==> src/lp_wake_defs.svh <==
// Constants for the low-power wake-status and regulator block
// Function
// - Logic event in low power sets flag when logicIntEn is set
// - Comparator rising edge in low power sets comparator flag
// - Stop regulator config bit 3, reset 0
// - Config 0 keeps regulator on in stop
// - Stopped active: enabled resets reset device
// - Config 1 shuts regulator, enters shutdown
// - Shutdown exits only by pin or power
// - Snooze halts oscillators, gates clock, low regulator
`ifndef LP_WAKE_DEFS_SVH
`define LP_WAKE_DEFS_SVH
`define WAKE_STATUS_ADDR 8'h00AA
`define REG_CONTROL_ADDR 8'h00C9
`define POWER_CONTROL_ADDR 8'h00CD
`define INT_STATUS_ADDR 8'h00E0
`define INT_MASK_ADDR 8'h00E4
`define MODE_STATUS_ADDR 8'h00E8
`define STOP_CFG_BIT 3
`define SNOOZE_BIT 7
`define SUSPEND_BIT 6
`define STOP_BIT 1
`define WAKE_MASK 8'h003F
`define RESET_BYTE 8'h0000
`define CMP_WAKE_BIT 0
`define LOGIC_WAKE_BIT 5
`endif

==> src/lp_wake_pkg.sv <==
// Types for the low-power wake-status block
package lp_wake_pkg;
  typedef enum logic [2:0] {
    RUN = 3'b000,
    SUSPEND = 3'b001,
    SNOOZE = 3'b010,
    STOPPED = 3'b011,
    SHUTDOWN = 3'b100
  } pmode_t;
endpackage

==> src/lp_wake_status.sv <==
// Wake-status flags, power-mode control and stop regulator config
`timescale 1ns/1ps
`include "lp_wake_defs.svh"
module lp_wake_status (
  // Clock and reset
  input wire logic core_clk,
  input wire logic nrst,
  input wire logic clkEn,
  // AHB-Lite slave
  input wire logic hsel,
  input wire logic [31:0] haddr,
  input wire logic [1:0] htrans,
  input wire logic hwrite,
  input wire logic [2:0] hsize,
  input wire logic [31:0] hwdata,
  input wire logic hready,
  output logic [31:0] hrdata,
  output logic hreadyout,
  output logic hresp,
  // Wake event inputs, asynchronous pins, plus the same-domain logicIntEn enable
  input wire logic logicEvt,
  input wire logic logicIntEn,
  input wire logic serialByteEvt,
  input wire logic twowireMatchEvt,
  input wire logic timerEvt,
  input wire logic portMatchEvt,
  input wire logic cmpOut,
  // Reset sources
  input wire logic external_reset_pin_n,
  input wire logic [3:0] resetSrcReq,
  input wire logic [3:0] resetSrcEn,
  // Power controls
  output logic regulatorOn,
  output logic regulatorLowPwr,
  output logic oscHalt,
  output logic sysClkGate,
  output logic deviceResetReq,
  output logic irq
);
  //==================================================================
  // Pin synchronisers
  //==================================================================
  logic [7:0] rawPins;
  logic [7:0] syncPins;
  // Enables are same-domain; only the raw pin levels and the resetSrcReq requests are synchronised
  assign rawPins = {external_reset_pin_n, logicEvt,
    serialByteEvt, twowireMatchEvt, timerEvt, portMatchEvt, cmpOut,
    1'b0};
  sync2 #(.W(8)) u_sync (
    .core_clk(core_clk),
    .nrst(nrst),
    .clkEn(clkEn),
    .din(rawPins),
    .dout(syncPins)
  );
  logic [3:0] rstSync;
  sync2 #(.W(4)) u_rsync (
    .core_clk(core_clk),
    .nrst(nrst),
    .clkEn(clkEn),
    .din(resetSrcReq),
    .dout(rstSync)
  );
  wire pinRstN = syncPins[7];
  wire anyRst = |(rstSync & resetSrcEn);

  //==================================================================
  // State
  //==================================================================
  lp_wake_pkg::pmode_t mode_ff, nxt_mode;
  logic [7:0] wake_ff, nxt_wake;
  logic [7:0] regctl_ff, nxt_regctl;
  logic [7:0] intSts_ff, nxt_intSts;
  logic [7:0] intMask_ff;
  logic cmpPrev_ff;
  logic wrPend_ff;
  logic [7:0] addr_ff;

  //==================================================================
  // Bus decode
  //==================================================================
  wire addrPhase = hsel & hready & htrans[1];
  wire wrEn = wrPend_ff;
  wire [7:0] wb = hwdata[7:0];
  wire selWake = addr_ff == `WAKE_STATUS_ADDR;
  wire selReg = addr_ff == `REG_CONTROL_ADDR;
  wire selPwr = addr_ff == `POWER_CONTROL_ADDR;
  wire selISts = addr_ff == `INT_STATUS_ADDR;
  wire selIMsk = addr_ff == `INT_MASK_ADDR;
  wire selMode = addr_ff == `MODE_STATUS_ADDR;

  //==================================================================
  // Wake events
  //==================================================================
  wire lowPwr = mode_ff == lp_wake_pkg::SUSPEND ||
    mode_ff == lp_wake_pkg::SNOOZE;
  wire cmpRise = syncPins[1] & ~cmpPrev_ff;
  logic [7:0] wakeEvt;
  wire logicWake = syncPins[6] & logicIntEn;
  assign wakeEvt = lowPwr ? {2'b00, logicWake, syncPins[5:2], cmpRise}
    : 8'h0000;
  // Set wins over a software write of zero; only writes clear
  assign nxt_wake = ((wrEn && selWake) ? (wb & `WAKE_MASK) : wake_ff)
    | wakeEvt;

  //==================================================================
  // Mode sequencing
  //==================================================================
  wire stopCfg = regctl_ff[`STOP_CFG_BIT];
  wire anyWake = |wakeEvt;
  always_comb begin
    nxt_mode = mode_ff;
    unique case (mode_ff)
      lp_wake_pkg::RUN: begin
        if (wrEn && selPwr && wb[`SNOOZE_BIT])
          nxt_mode = lp_wake_pkg::SNOOZE;
        else if (wrEn && selPwr && wb[`SUSPEND_BIT])
          nxt_mode = lp_wake_pkg::SUSPEND;
        else if (wrEn && selPwr && wb[`STOP_BIT])
          nxt_mode = stopCfg ? lp_wake_pkg::SHUTDOWN
            : lp_wake_pkg::STOPPED;
      end
      lp_wake_pkg::SUSPEND, lp_wake_pkg::SNOOZE: begin
        if (anyWake)
          nxt_mode = lp_wake_pkg::RUN;
      end
      lp_wake_pkg::STOPPED: begin
        if (anyRst || !pinRstN)
          nxt_mode = lp_wake_pkg::RUN;
      end
      lp_wake_pkg::SHUTDOWN: begin
        if (!pinRstN)
          nxt_mode = lp_wake_pkg::RUN;
      end
      default: nxt_mode = lp_wake_pkg::RUN;
    endcase
  end
  wire rstEvt = (mode_ff == lp_wake_pkg::STOPPED && (anyRst || !pinRstN))
    || (mode_ff == lp_wake_pkg::SHUTDOWN && !pinRstN);

  //==================================================================
  // Control register and interrupts
  //==================================================================
  assign nxt_regctl = (wrEn && selReg)
    ? (wb & (8'h0001 << `STOP_CFG_BIT)) : regctl_ff;
  assign nxt_intSts = ((wrEn && selISts) ? (intSts_ff & ~wb) : intSts_ff)
    | wakeEvt;

  //==================================================================
  // Read path
  //==================================================================
  // Read data is selected from the address phase so it stands in the
  // data phase; a write landing in that same cycle is not yet visible
  function automatic logic [7:0] read_mux(
    input logic [7:0] a,
    input logic [7:0] wk,
    input logic [7:0] rg,
    input logic [7:0] pw,
    input logic [7:0] is,
    input logic [7:0] im,
    input logic [7:0] md
  );
    logic [7:0] v;
    v = 8'h0000;
    case (a)
      `WAKE_STATUS_ADDR: v = wk;
      `REG_CONTROL_ADDR: v = rg;
      `POWER_CONTROL_ADDR: v = pw;
      `INT_STATUS_ADDR: v = is;
      `INT_MASK_ADDR: v = im;
      `MODE_STATUS_ADDR: v = md;
      default: v = 8'h0000;
    endcase
    return v;
  endfunction

  wire [7:0] pwrView = {mode_ff == lp_wake_pkg::SNOOZE,
    mode_ff == lp_wake_pkg::SUSPEND, 6'h0001};
  wire [7:0] modeView = {5'h0000, mode_ff};
  logic [7:0] rdByte;
  assign rdByte = read_mux(haddr[7:0], wake_ff, regctl_ff, pwrView,
    intSts_ff, intMask_ff, modeView);
  wire rdAccept = addrPhase & ~hwrite;

  //==================================================================
  // Registers
  //==================================================================
  always_ff @(posedge core_clk or negedge nrst) begin
    if (!nrst) begin
      mode_ff <= lp_wake_pkg::RUN;
    end else if (clkEn) begin
      mode_ff <= nxt_mode;
    end
  end

  always_ff @(posedge core_clk or negedge nrst) begin
    if (!nrst) begin
      wake_ff <= `RESET_BYTE;
      intSts_ff <= `RESET_BYTE;
      cmpPrev_ff <= 1'b0;
    end else if (clkEn) begin
      wake_ff <= nxt_wake;
      intSts_ff <= nxt_intSts;
      cmpPrev_ff <= syncPins[1];
    end
  end

  always_ff @(posedge core_clk or negedge nrst) begin
    if (!nrst) begin
      regctl_ff <= `RESET_BYTE;
      intMask_ff <= `RESET_BYTE;
    end else if (clkEn) begin
      regctl_ff <= nxt_regctl;
      if (wrEn && selIMsk)
        intMask_ff <= wb & `WAKE_MASK;
    end
  end

  always_ff @(posedge core_clk or negedge nrst) begin
    if (!nrst) begin
      wrPend_ff <= 1'b0;
      addr_ff <= 8'h0000;
    end else if (clkEn) begin
      wrPend_ff <= addrPhase & hwrite;
      if (addrPhase)
        addr_ff <= haddr[7:0];
    end
  end

  always_ff @(posedge core_clk or negedge nrst) begin
    if (!nrst) begin
      hrdata <= 32'h0000_0000;
    end else if (clkEn) begin
      if (rdAccept)
        hrdata <= {24'h00_0000, rdByte};
    end
  end

  always_ff @(posedge core_clk or negedge nrst) begin
    if (!nrst) begin
      irq <= 1'b0;
      deviceResetReq <= 1'b0;
    end else if (clkEn) begin
      irq <= |(nxt_intSts & intMask_ff);
      deviceResetReq <= rstEvt;
    end
  end

  always_ff @(posedge core_clk or negedge nrst) begin
    if (!nrst) begin
      regulatorOn <= 1'b1;
      regulatorLowPwr <= 1'b0;
      oscHalt <= 1'b0;
      sysClkGate <= 1'b0;
    end else if (clkEn) begin
      regulatorOn <= nxt_mode != lp_wake_pkg::SHUTDOWN;
      regulatorLowPwr <= nxt_mode == lp_wake_pkg::SNOOZE;
      oscHalt <= nxt_mode != lp_wake_pkg::RUN;
      sysClkGate <= nxt_mode != lp_wake_pkg::RUN;
    end
  end

  assign hreadyout = 1'b1;
  assign hresp = 1'b0;
endmodule

==> src/sync2.sv <==
// Two-flop synchroniser for a vector of pin-side levels
`timescale 1ns/1ps
module sync2 #(
  parameter int W = 8
) (
  // Clocking
  input wire logic core_clk,
  input wire logic nrst,
  input wire logic clkEn,
  // Data
  input wire logic [W-1:0] din,
  output logic [W-1:0] dout
);
  logic [W-1:0] meta_ff;
  always_ff @(posedge core_clk or negedge nrst) begin
    if (!nrst) begin
      meta_ff <= '0;
      dout <= '0;
    end else if (clkEn) begin
      meta_ff <= din;
      dout <= meta_ff;
    end
  end
endmodule
==> config.mk <==
export PLATFORM = sky130hd
export DESIGN_NAME = lp_wake_status
export DESIGN_NICKNAME = d
export VERILOG_FILES = /design/src/lp_wake_pkg.sv /design/src/lp_wake_status.sv /design/src/sync2.sv
export VERILOG_INCLUDE_DIRS = /design/src
export SDC_FILE = /design/constraint.sdc
export NUM_CORES = 1
export LEC_CHECK = 0
export BUFFER_PORTS_ARGS = -buffer_cell sky130_fd_sc_hd__buf_2
export CAP_MARGIN = 25
export CORE_ASPECT_RATIO = 1.25
export CORE_MARGIN = 3
export CORE_UTILIZATION = 44
export DETAILED_ROUTE_END_ITERATION = 16
export GPL_ROUTABILITY_DRIVEN = 0
export PLACE_DENSITY = 0.76
export SETUP_SLACK_MARGIN = 0.4
export SLEW_MARGIN = 20
export SYNTH_ARGS = -nofsm -noshare
export SYNTH_HDL_FRONTEND = slang
export SYNTH_SLANG_ARGS = --single-unit
==> constraint.sdc <==
create_clock -name core_clk -period 1.7 [get_ports core_clk]
set_clock_uncertainty 0.2 [all_clocks]
set_input_delay 0.17 -clock core_clk [delete_from_list [all_inputs] [get_ports core_clk]]
set_output_delay 0.17 -clock core_clk [all_outputs]
set_load 0.01 [all_outputs]
==> results of run 1 <==
==> cells in the mapped netlist (all sizes together) <==
library cell,count
a32o,1
a211oi,1
nor3,3
dfstp,1
inv,8
conb,2
a221o,4
a222oi,1
mux2,37
and4bb,1
or3,2
nand3,7
a21oi,9
o2bb2ai,2
xnor2,1
o22ai,5
and3,2
a41o,1
nand2b,3
a32oi,2
buf,29
nand3b,3
nor3b,2
a221oi,2
nor4,5
nand4bb,5
and2b,1
a31oi,5
o22a,1
o21a,2
clkbuf,7
and2,3
a22oi,8
a21boi,3
a211o,1
o21ai,9
nor2,20
dfrtp,68
mux2i,3
nand2,27
nand4,2
a22o,4
nor2b,8
==> path summary, 6_finish.rpt <==
| path | cells past startpoint | slack (ns) | from | to |
|---|---|---|---|---|
| setup / recovery | 6 | -0.23 | addr_ff[0] | wake_ff[3] |
| hold / removal | 3 | -0.05 | logicIntEn | intSts_ff[5] |
| setup reg to reg | 6 | -0.23 | addr_ff[0] | wake_ff[3] |
| hold reg to reg | 2 | 0.28 | regulatorOn | regulatorOn |
| max in group asynchronous | 3 | 0.78 | nrst | regulatorOn |
| min in group asynchronous | 3 | 0.19 | nrst | addr_ff[1] |
==> metal layers <==
layer | vias to the layer above | GRT usage (%)
li1 | 1326 | -
met1 | 1421 | 24.01
met3 | 37 | 4.066
met2 | 163 | 33.72
met4 | 0 | 6.787
met5 | - | 0
==> state kept, by name, summed over array words and instances, names as in the netlist <==
name	cells
u_sync.dout	7
addr_ff	8
wake_ff	6
u_rsync.dout	4
cmpPrev_ff	1
mode_ff	3
u_sync.meta_ff	7
intMask_ff	6
regulatorLowPwr	1
regulatorOn	1
intSts_ff	8
wrEn	1
oscHalt	1
u_rsync.meta_ff	4
hrdata	8
irq	1
regctl_ff	1
deviceResetReq	1
==> critical path, stage by stage, from the launching register on <==
cell       delay [ns]
dfrtp_1          0.39
nand4bb_4        0.24
buf_6            0.14
nor4_4           0.29
buf_6            0.19
nor2b_2          0.06
a221o_1          0.28
==> stage by stage <==
stage	TNS [ns]	setup slack, ns
finish	-4.603	-0.2332
global route	-6.178	-0.2663
CTS	-2.726	-0.1858
detailed placement	-2.905	-0.1853
global placement	-2.150	-0.1458
floorplan	-0.6895	-0.09646
==> where the power goes <==
group          total (W)  switching, W  internal (W)
sequential       0.00204      0.000167       0.00187
clock            0.00114      0.000584      0.000560
combinational   0.000958      0.000443      0.000515
==> logic make-up after synthesis <==
group                     after synthesis
buffers and inverters                  44
xor gates and xnor gates                1
DFF                                    69
other                                   2
muxes                                  40
and+or+nand+nor                        94
AOI/OAI and AO/OA                      61
==> final cells by class <==
class / count / area, um2 / share of cell area, %
Multi-Input combinational cell: 222 / 1836 / 37.91
Sequential cell: 69 / 1732 / 35.76
Timing Repair Buffer: 125 / 968.4 / 20.00
Clock buffer: 13 / 148.9 / 3.075
Tap cell: 92 / 115.1 / 2.377
Inverter: 8 / 32.53 / 0.6718
Clock inverter: 2 / 10.01 / 0.2067
==> what timing repair did <==
action | 4_1_cts | 5_1_grt
endpoints found under the hold margin | 112 | 4
hold buffers | 29 | 1
resized for setup | 28 | 38
setup buffers | 6 | 8
endpoints found under the setup margin | 35 | 38
pin swaps | 11 | 16
==> impl_metrics.toml, run 1 <==
[status]
outcome = "finished, violations left"
failed_checks = "negative hold slack, negative setup slack"

[floorplan]
chipHeight_um = 105.3
die_width_um = 85.44
initial_core_util_pct = 46.08
ioPinCount = 131
fp.dieArea_mm2 = 0.008997
core_area_mm2 = 0.007532
rows = 35

[global_route]
overflow = 0
antenna_found_initial = 0
grt_pass1_vias = 2913
grt_pass1_wl_um = 14110
grt_start_max_net_pins = 70
track_usage_pct = 19.55

[cells_and_area]
area_growth_pct = 39.51
layout_commonest_cell = "dfrtp_1"
num-fill-cells = 577
fin_area_mm2 = 0.004842
final_cell_count_no_fill = 531
layout_common_cells = "65 x dfrtp_1, 51 x buf_2, 33 x mux2_2, 29 x dlygate4sd3_1, 27 x buf_4"
final_util_pct = 64.29
drive_gt1_share_pct = 45.33
antenna_cells = 0
nets = 526

[place]
dp_hpwl_um = 5662
dp_cells = 473
port_buffers = 52
placed_area_mm2 = 0.004029

[detailed_routing]
wl_um = 9289
post_drt_wl_per_cell_um = 17.49
ant_nets = 0
dr_total_vias = 2947
dr.pass1.iters = 5
drc_errors = 0
top_layer = "met4"
drt_iter0_drc = 291
dr_wl_met2_um = 4828
met1Wirelength_um = 3439
wl_met3_um = 692
routed_via_density = 5.550

[logic_synthesis]
synth_top_cell_area_share_pct = 49.03
synthMuxAreaShare_pct = 12.87
synth_fa_ha_area_share_pct = 0
synthXorXnorAreaFrac_pct = 0.2523
synth_cell_types = 54
yosysWarnings = 0
yosys_register_bits = 69
yosysSeqAreaShare_pct = 49.78
synthSimpleGateAreaFrac_pct = 16.19
synth_compound_area_share_pct = 12.47
synth_cells = 311
synth_top_family_by_area = "simple AND/OR/NAND/NOR gates"
yosys.area.top_type = "dfrtp_1"
syn_area_mm2 = 0.003471
syn_avg_cell_area_um2 = 11.16
synthTopCellsByArea = "dfrtp_1 49%, mux2_2 12%, buf_4 5.8%, nand2_1 2.9%, nor2_1 2.2%"

[cts]
htree_levels = 3
clockRootBuffer = "clkbuf_8"
cts_made_buffers = 9
clkTransAtPathRegs_ns = 0.09
cts_tree = "yes"
clockBufferDepth = 2
cts_sinks = 69
clk_latency_ns = 0.34

[sta]
hold_viol = 4
clock.fmax_mhz = 517.3
rsz0062_at_grt = "true"
hold_slack_ns = -0.04545
period_needed_ns = 1.933
post-route-period-util_pct = 113.7
setup_violations = 27
slew_violations = 0
setup_slack_ns = -0.2332

[power_and_ir_drop]
power.leakage_nw = 2.183
irDropWorstVdd_v = 0.0006329
power.density_mw_per_mm2 = 855.4
power.total_w = 0.004142

[worst_setup_path]
critPathMaxFanout = 8
crit_type = "flop to flop"
critical_path_required_ns = 1.71
critPathArrivalTime_ns = 1.94
cp-end-kind = "flop"
cp-start-kind = "flop"

[hold_path]
hp-class = "input pin to flop"

[flow_run]
drv_cap = 0
(Power assumes the default switching activity.)
==> run 2: changes to the inputs <==
- ABC_AREA: unset -> 1
- BUFFER_PORTS_ARGS: -buffer_cell sky130_fd_sc_hd__buf_2 -> unset
- CORE_UTILIZATION: 44 -> 50
- DONT_BUFFER_PORTS: unset -> 1
- PLACE_DENSITY: 0.76 -> 0.68
- SETUP_SLACK_MARGIN: 0.4 -> unset
==> impl_metrics.toml, run 2 <==
[detailed_routing]
dr.pass1.iters = 4
wl_um = 9075
drt_iter0_drc = 222
routed_via_density = 5.156
post_drt_wl_per_cell_um = 14.14
drc_errors = 0
ant_nets = 0
dr_total_vias = 3310

[sta]
clock.fmax_mhz = 565.1
setup_violations = 2
rsz0062_at_grt = "true"
post-route-period-util_pct = 104.1
period_needed_ns = 1.770
hold_slack_ns = -0.6921
setup_slack_ns = -0.06971
slew_violations = 0
hold_viol = 71
setup_tns_ns = -0.08382

[worst_setup_path]
cp-start-kind = "flop"
cp-end-kind = "flop"
critPathArrivalTime_ns = 1.80
ff2ff_setup_slack_ns = -0.07
r2r_start = "addr_ff[4]"
reg2reg_depth = 10
critPathMaxFanout = 3
r2r_end = "irq"
crit_type = "flop to flop"
critical_path_required_ns = 1.73
crit_path_start = "addr_ff[4]"

[logic_synthesis]
synth_fa_ha_area_share_pct = 0
yosysWarnings = 0
yosys_register_bits = 69
synthXorXnorAreaFrac_pct = 0
synth_cells = 456
syn_area_mm2 = 0.003578
synth_edf_count = 0
synth_compound_area_share_pct = 10.80
synthTopCellsByArea = "dfrtp_1 48%, nand2_1 17%, buf_4 5.9%, inv_1 4.1%, o21ai_0 2.8%"
synth_flop_cell = "dfrtp_1"
synth_cell_types = 35
yosysSeqAreaShare_pct = 48.29
yosys-top-cells-count = "159 x nand2_1, 68 x dfrtp_1, 39 x inv_1, 28 x buf_4"
synth_top_cell_area_share_pct = 47.55
syn_avg_cell_area_um2 = 7.847
synthSimpleGateAreaFrac_pct = 28.22
yosys.area.top_type = "dfrtp_1"
synth.most_common_cell = "nand2_1"
synth-async-reset-ratio_pct = 100.0
synthMuxAreaShare_pct = 0
synth_top_family_by_area = "simple AND/OR/NAND/NOR gates"

[floorplan]
fp.dieArea_mm2 = 0.008214
core_area_mm2 = 0.006771
rows = 33
chipHeight_um = 100.6
die_width_um = 81.67
ioPinCount = 131
initial_core_util_pct = 52.85

[cells_and_area]
top_regs = "addr_ff: 8 flops, hrdata: 8 flops, intSts_ff: 8 flops"
area_growth_pct = 32.76
nets = 641
antenna_cells = 0
layout_common_cells = "153 x nand2_1, 67 x dfrtp_1, 60 x dlygate4sd3_1, 35 x inv_1, 34 x buf_4"
drive_gt1_share_pct = 18.20
layout_commonest_cell = "nand2_1"

[cts]
cts_tree = "yes"
clkTransAtPathRegs_ns = 0.08
cts_made_buffers = 9
clockBufferDepth = 2
clockRootBuffer = "clkbuf_8"
clk_latency_ns = 0.34
cts_sinks = 69
htree_levels = 3

[global_route]
grt_start_max_net_pins = 70
met1_usage_pct = 29.92
grt_pass1_wl_um = 14730
met3_usage_pct = 5.009
track_usage_pct = 23.28
overflow = 0
top_usage_layer = "met2"
grt_use_met2_pct = 38.08
grt_pass1_vias = 3221
antenna_found_initial = 0

[hold_path]
hp-class = "input pin to async pin"

[place]
dp_hpwl_um = 5738
dp_slack_ns = -0.1270
port_buffers = 0

[power_and_ir_drop]
power.density_mw_per_mm2 = 1043
power.leakage_nw = 2.327
irDropWorstVdd_v = 0.0005865

[flow_run]
drv_cap = 0

[status]
failed_checks = "negative hold slack, negative setup slack"
outcome = "finished, violations left"
## run 2: cell types whose count changed after synthesis, sizes merged, moves of 8 or more
cell   before  now
nor2b       8    0
inv         8   51
a22oi       8    0
nand2      27  163
mux2       37    0
nand3       7   22
o21ai       9   41
## run 2: layer usage
metal | part of all wire, % | vias to the layer above
met4 | 2.1 | 0
li1 | - | 1606
met2 | 50 | 101
met1 | 42 | 1585
met3 | 5.4 | 18
met5 | 0 | -
## run 2: final cells by class
| class | count | area (um2) |
|---|---|---|
| timing repair buffer | 98 | 910.9 |
| sequential | 69 | 1729 |
| fill | 539 | 2021 |
| inverter | 51 | 191.4 |
| multi-input combinational | 321 | 1572 |
| clock buffer | 10 | 127.6 |
| tap | 87 | 108.9 |
| clock inverter | 6 | 111.4 |
## run 2: how the worst max path moves through the flow
stage / to / slack [ns] / cells past startpoint
finish: irq / -0.07 / 10
global route: regulatorLowPwr / -0.15 / 11
CTS: irq / -0.06 / 10
detailed placement: irq / -0.13 / 10
global placement: irq / -0.12 / 10
floorplan: irq / 0.12 / 10
## run 2: repair_timing
| action | in CTS | in global routing |
|---|---|---|
| setup buffers | 2 | 3 |
| pin swaps | 3 | 11 |
| setup endpoints to repair | 5 | 29 |
| endpoints found under the hold margin | 137 | 72 |
| resized for setup | 6 | 21 |
| hold buffers | 59 | 3 |
## run 2: critical path, stage by stage (launching register included)
cell and delay, ns:
dfrtp_1 0.42, nor3_2 0.19, buf_4 0.17, buf_4 0.12
nand3_1 0.07, nand2_1 0.10, nand2_1 0.06, nand2_1 0.06
nand2_1 0.05, nor2_1 0.11, a21oi_1 0.09
## run 2: cells by family (layout without fill, tap and decap cells)
kind of cell / after synthesis / count (layout)
simple gates: 229 / 229
buf+inv: 90 / 165
flops: 69 / 69
compound gates: 66 / 66
other cells: 2 / 26
## run 2: metrics by stage
stage	power, W	area, um2	hold WS (ns)	util (%)	cells
finish	0.004956	4751	-0.6921	70.16	642
global route	0.005251	4751	-0.7150	70.16	642
floorplan	0.002807	3669	-0.3256	-	480
global placement	0.003083	3755	-0.3241	55.45	559
detailed placement	0.003121	3755	-0.3239	55.45	559
CTS	0.004926	4632	-0.7039	68.40	636
## run 2: report_power, final
group          switching, W  internal [W]
Combinational      0.000655      0.000600
Sequential         0.000196       0.00187
Clock              0.000656      0.000976
==> run 3: changes to the inputs <==
- PLACE_DENSITY: 0.68 -> unset
- clock period: 1.7 -> 2 ns (I/O delays scaled with it)
==> impl_metrics.toml, run 3 (synthesis results as in run 2) <==
[floorplan]
chipHeight_um = 100.6
rows = 33
initial_core_util_pct = 52.85
die_width_um = 81.67
fp.dieArea_mm2 = 0.008214
ioPinCount = 131
core_area_mm2 = 0.006771

[cts]
clkTransAtPathRegs_ns = 0.07
cts_sinks = 69
clockBufferDepth = 2
cts_tree = "yes"
clk_latency_ns = 0.34
htree_levels = 3
cts_made_buffers = 9
clockRootBuffer = "clkbuf_8"

[status]
outcome = "completed"

[cells_and_area]
layout_commonest_cell = "nand2_1"
num-fill-cells = 622
top_regs = "addr_ff: 8 flops, hrdata: 8 flops, intSts_ff: 8 flops"
area_growth_pct = 18.46
drive_gt1_share_pct = 11.42
antenna_cells = 0
layout_common_cells = "158 x nand2_1, 68 x dfrtp_1, 39 x inv_1, 34 x dlygate4sd3_1, 26 x conb_1"
nets = 585

[sta]
setup_tns_ns = 0
setup_slack_ns = 0.1691
rsz0062_at_grt = "false"
post-route-period-util_pct = 91.54
clock.fmax_mhz = 546.2
period_needed_ns = 1.831
slew_violations = 0
setup_violations = 0
hold_slack_ns = 0.02981
hold_viol = 0

[worst_setup_path]
critPathMaxFanout = 52
r2r_end = "irq"
r2r_start = "addr_ff[0]"
ff2ff_setup_slack_ns = 0.18
cp-end-kind = "flop"
cp-start-kind = "input pin"
critical_path_required_ns = 2.01
reg2reg_depth = 10
critPathArrivalTime_ns = 1.84
crit_type = "input pin to flop"

[global_route]
track_usage_pct = 21.82
antenna_found_initial = 0
grt_pass1_vias = 2950
overflow = 0
grt_pass1_wl_um = 13750
grt_start_max_net_pins = 70

[flow_run]
drv_cap = 0

[detailed_routing]
post_drt_wl_per_cell_um = 14.10
dr_total_vias = 2974
wl_um = 8263
drc_errors = 0
drt_iter0_drc = 213
ant_nets = 0
routed_via_density = 5.075
dr.pass1.iters = 5

[hold_path]
hp-class = "input pin to flop"
min-delay-start = "haddr[2]"
holdPathEnd = "hrdata[6]"
worstHoldPathCells = 4

[power_and_ir_drop]
power.density_mw_per_mm2 = 968.8
power.leakage_nw = 2.099
irDropWorstVdd_v = 0.0006200

[place]
dp_hpwl_um = 5525
port_buffers = 0
dp_slack_ns = 0.1258
[run 3: cell count changes in the layout (fill, tap and decap cells not counted), sizes merged]
cell	change
buf	-29
bufinv	+1
clkinvlp	-1
dlygate4sd3	-26
dlymetal6s4s	-1
[run 3: timing repair]
item                                    4_1_cts  5_1_grt
setup buffers                                 0        1
hold buffers                                 34        2
hold endpoints to repair                    137       69
endpoints found under the setup margin        0       13
gates resized for setup                       0        3
[run 3: worst max-delay path by stage]
stage                          start  slack [ns]            to
after floorplan           addr_ff[3]        0.42           irq
after detailed placement  addr_ff[3]        0.13           irq
final                          clkEn        0.17  intSts_ff[6]
after CTS                      clkEn        0.07    wake_ff[1]
after global routing      addr_ff[0]      0.0007           irq
after global placement    addr_ff[3]        0.15           irq
[run 3: final cells by class]
| class | count | area (um2) | share of cell area (%) |
|---|---|---|---|
| Sequential cell | 69 | 1728 | 40.76 |
| Clock inverter | 6 | 133.9 | 3.158 |
| Multi-Input combinational cell | 321 | 1506 | 35.54 |
| Timing Repair Buffer | 42 | 432.9 | 10.21 |
| Inverter | 51 | 191.4 | 4.516 |
| Clock buffer | 10 | 137.6 | 3.247 |
| Tap cell | 87 | 108.9 | 2.568 |
[run 3: worst max-delay path, stage by stage]
cell and delay (ns):
dlygate4sd3_1 0.58, buf_12 0.24, inv_2 0.07, buf_4 0.23, nor4_1 0.40, a21oi_1 0.12
[run 3: metal layers]
| metal | vias to the layer above | part of all wire, % | track usage (%) |
|---|---|---|---|
| li1 | 1488 | - | - |
| met1 | 1372 | 46 | 29.04 |
| met2 | 99 | 47 | 33.94 |
| met3 | 15 | 5.3 | 4.204 |
| met4 | 0 | 2.3 | 10.49 |
| met5 | - | 0 | 0 |
[run 3: where the power goes]
group | switching, W | internal, W | total, W
Combinational | 0.000495 | 0.000300 | 0.000795
Sequential | 0.000184 | 0.00159 | 0.00177
Clock | 0.000549 | 0.000989 | 0.00154
[run 3: per-stage QoR]
step	area (um2)	total power, W	instances	utilization (%)
final	4239	0.004107	586	62.60
after global routing	4239	0.004346	586	62.60
after floorplan	3669	0.002386	480	-
after CTS	4182	0.004093	583	61.75
after detailed placement	3560	0.002481	533	52.57
after global placement	3560	0.002456	533	52.57
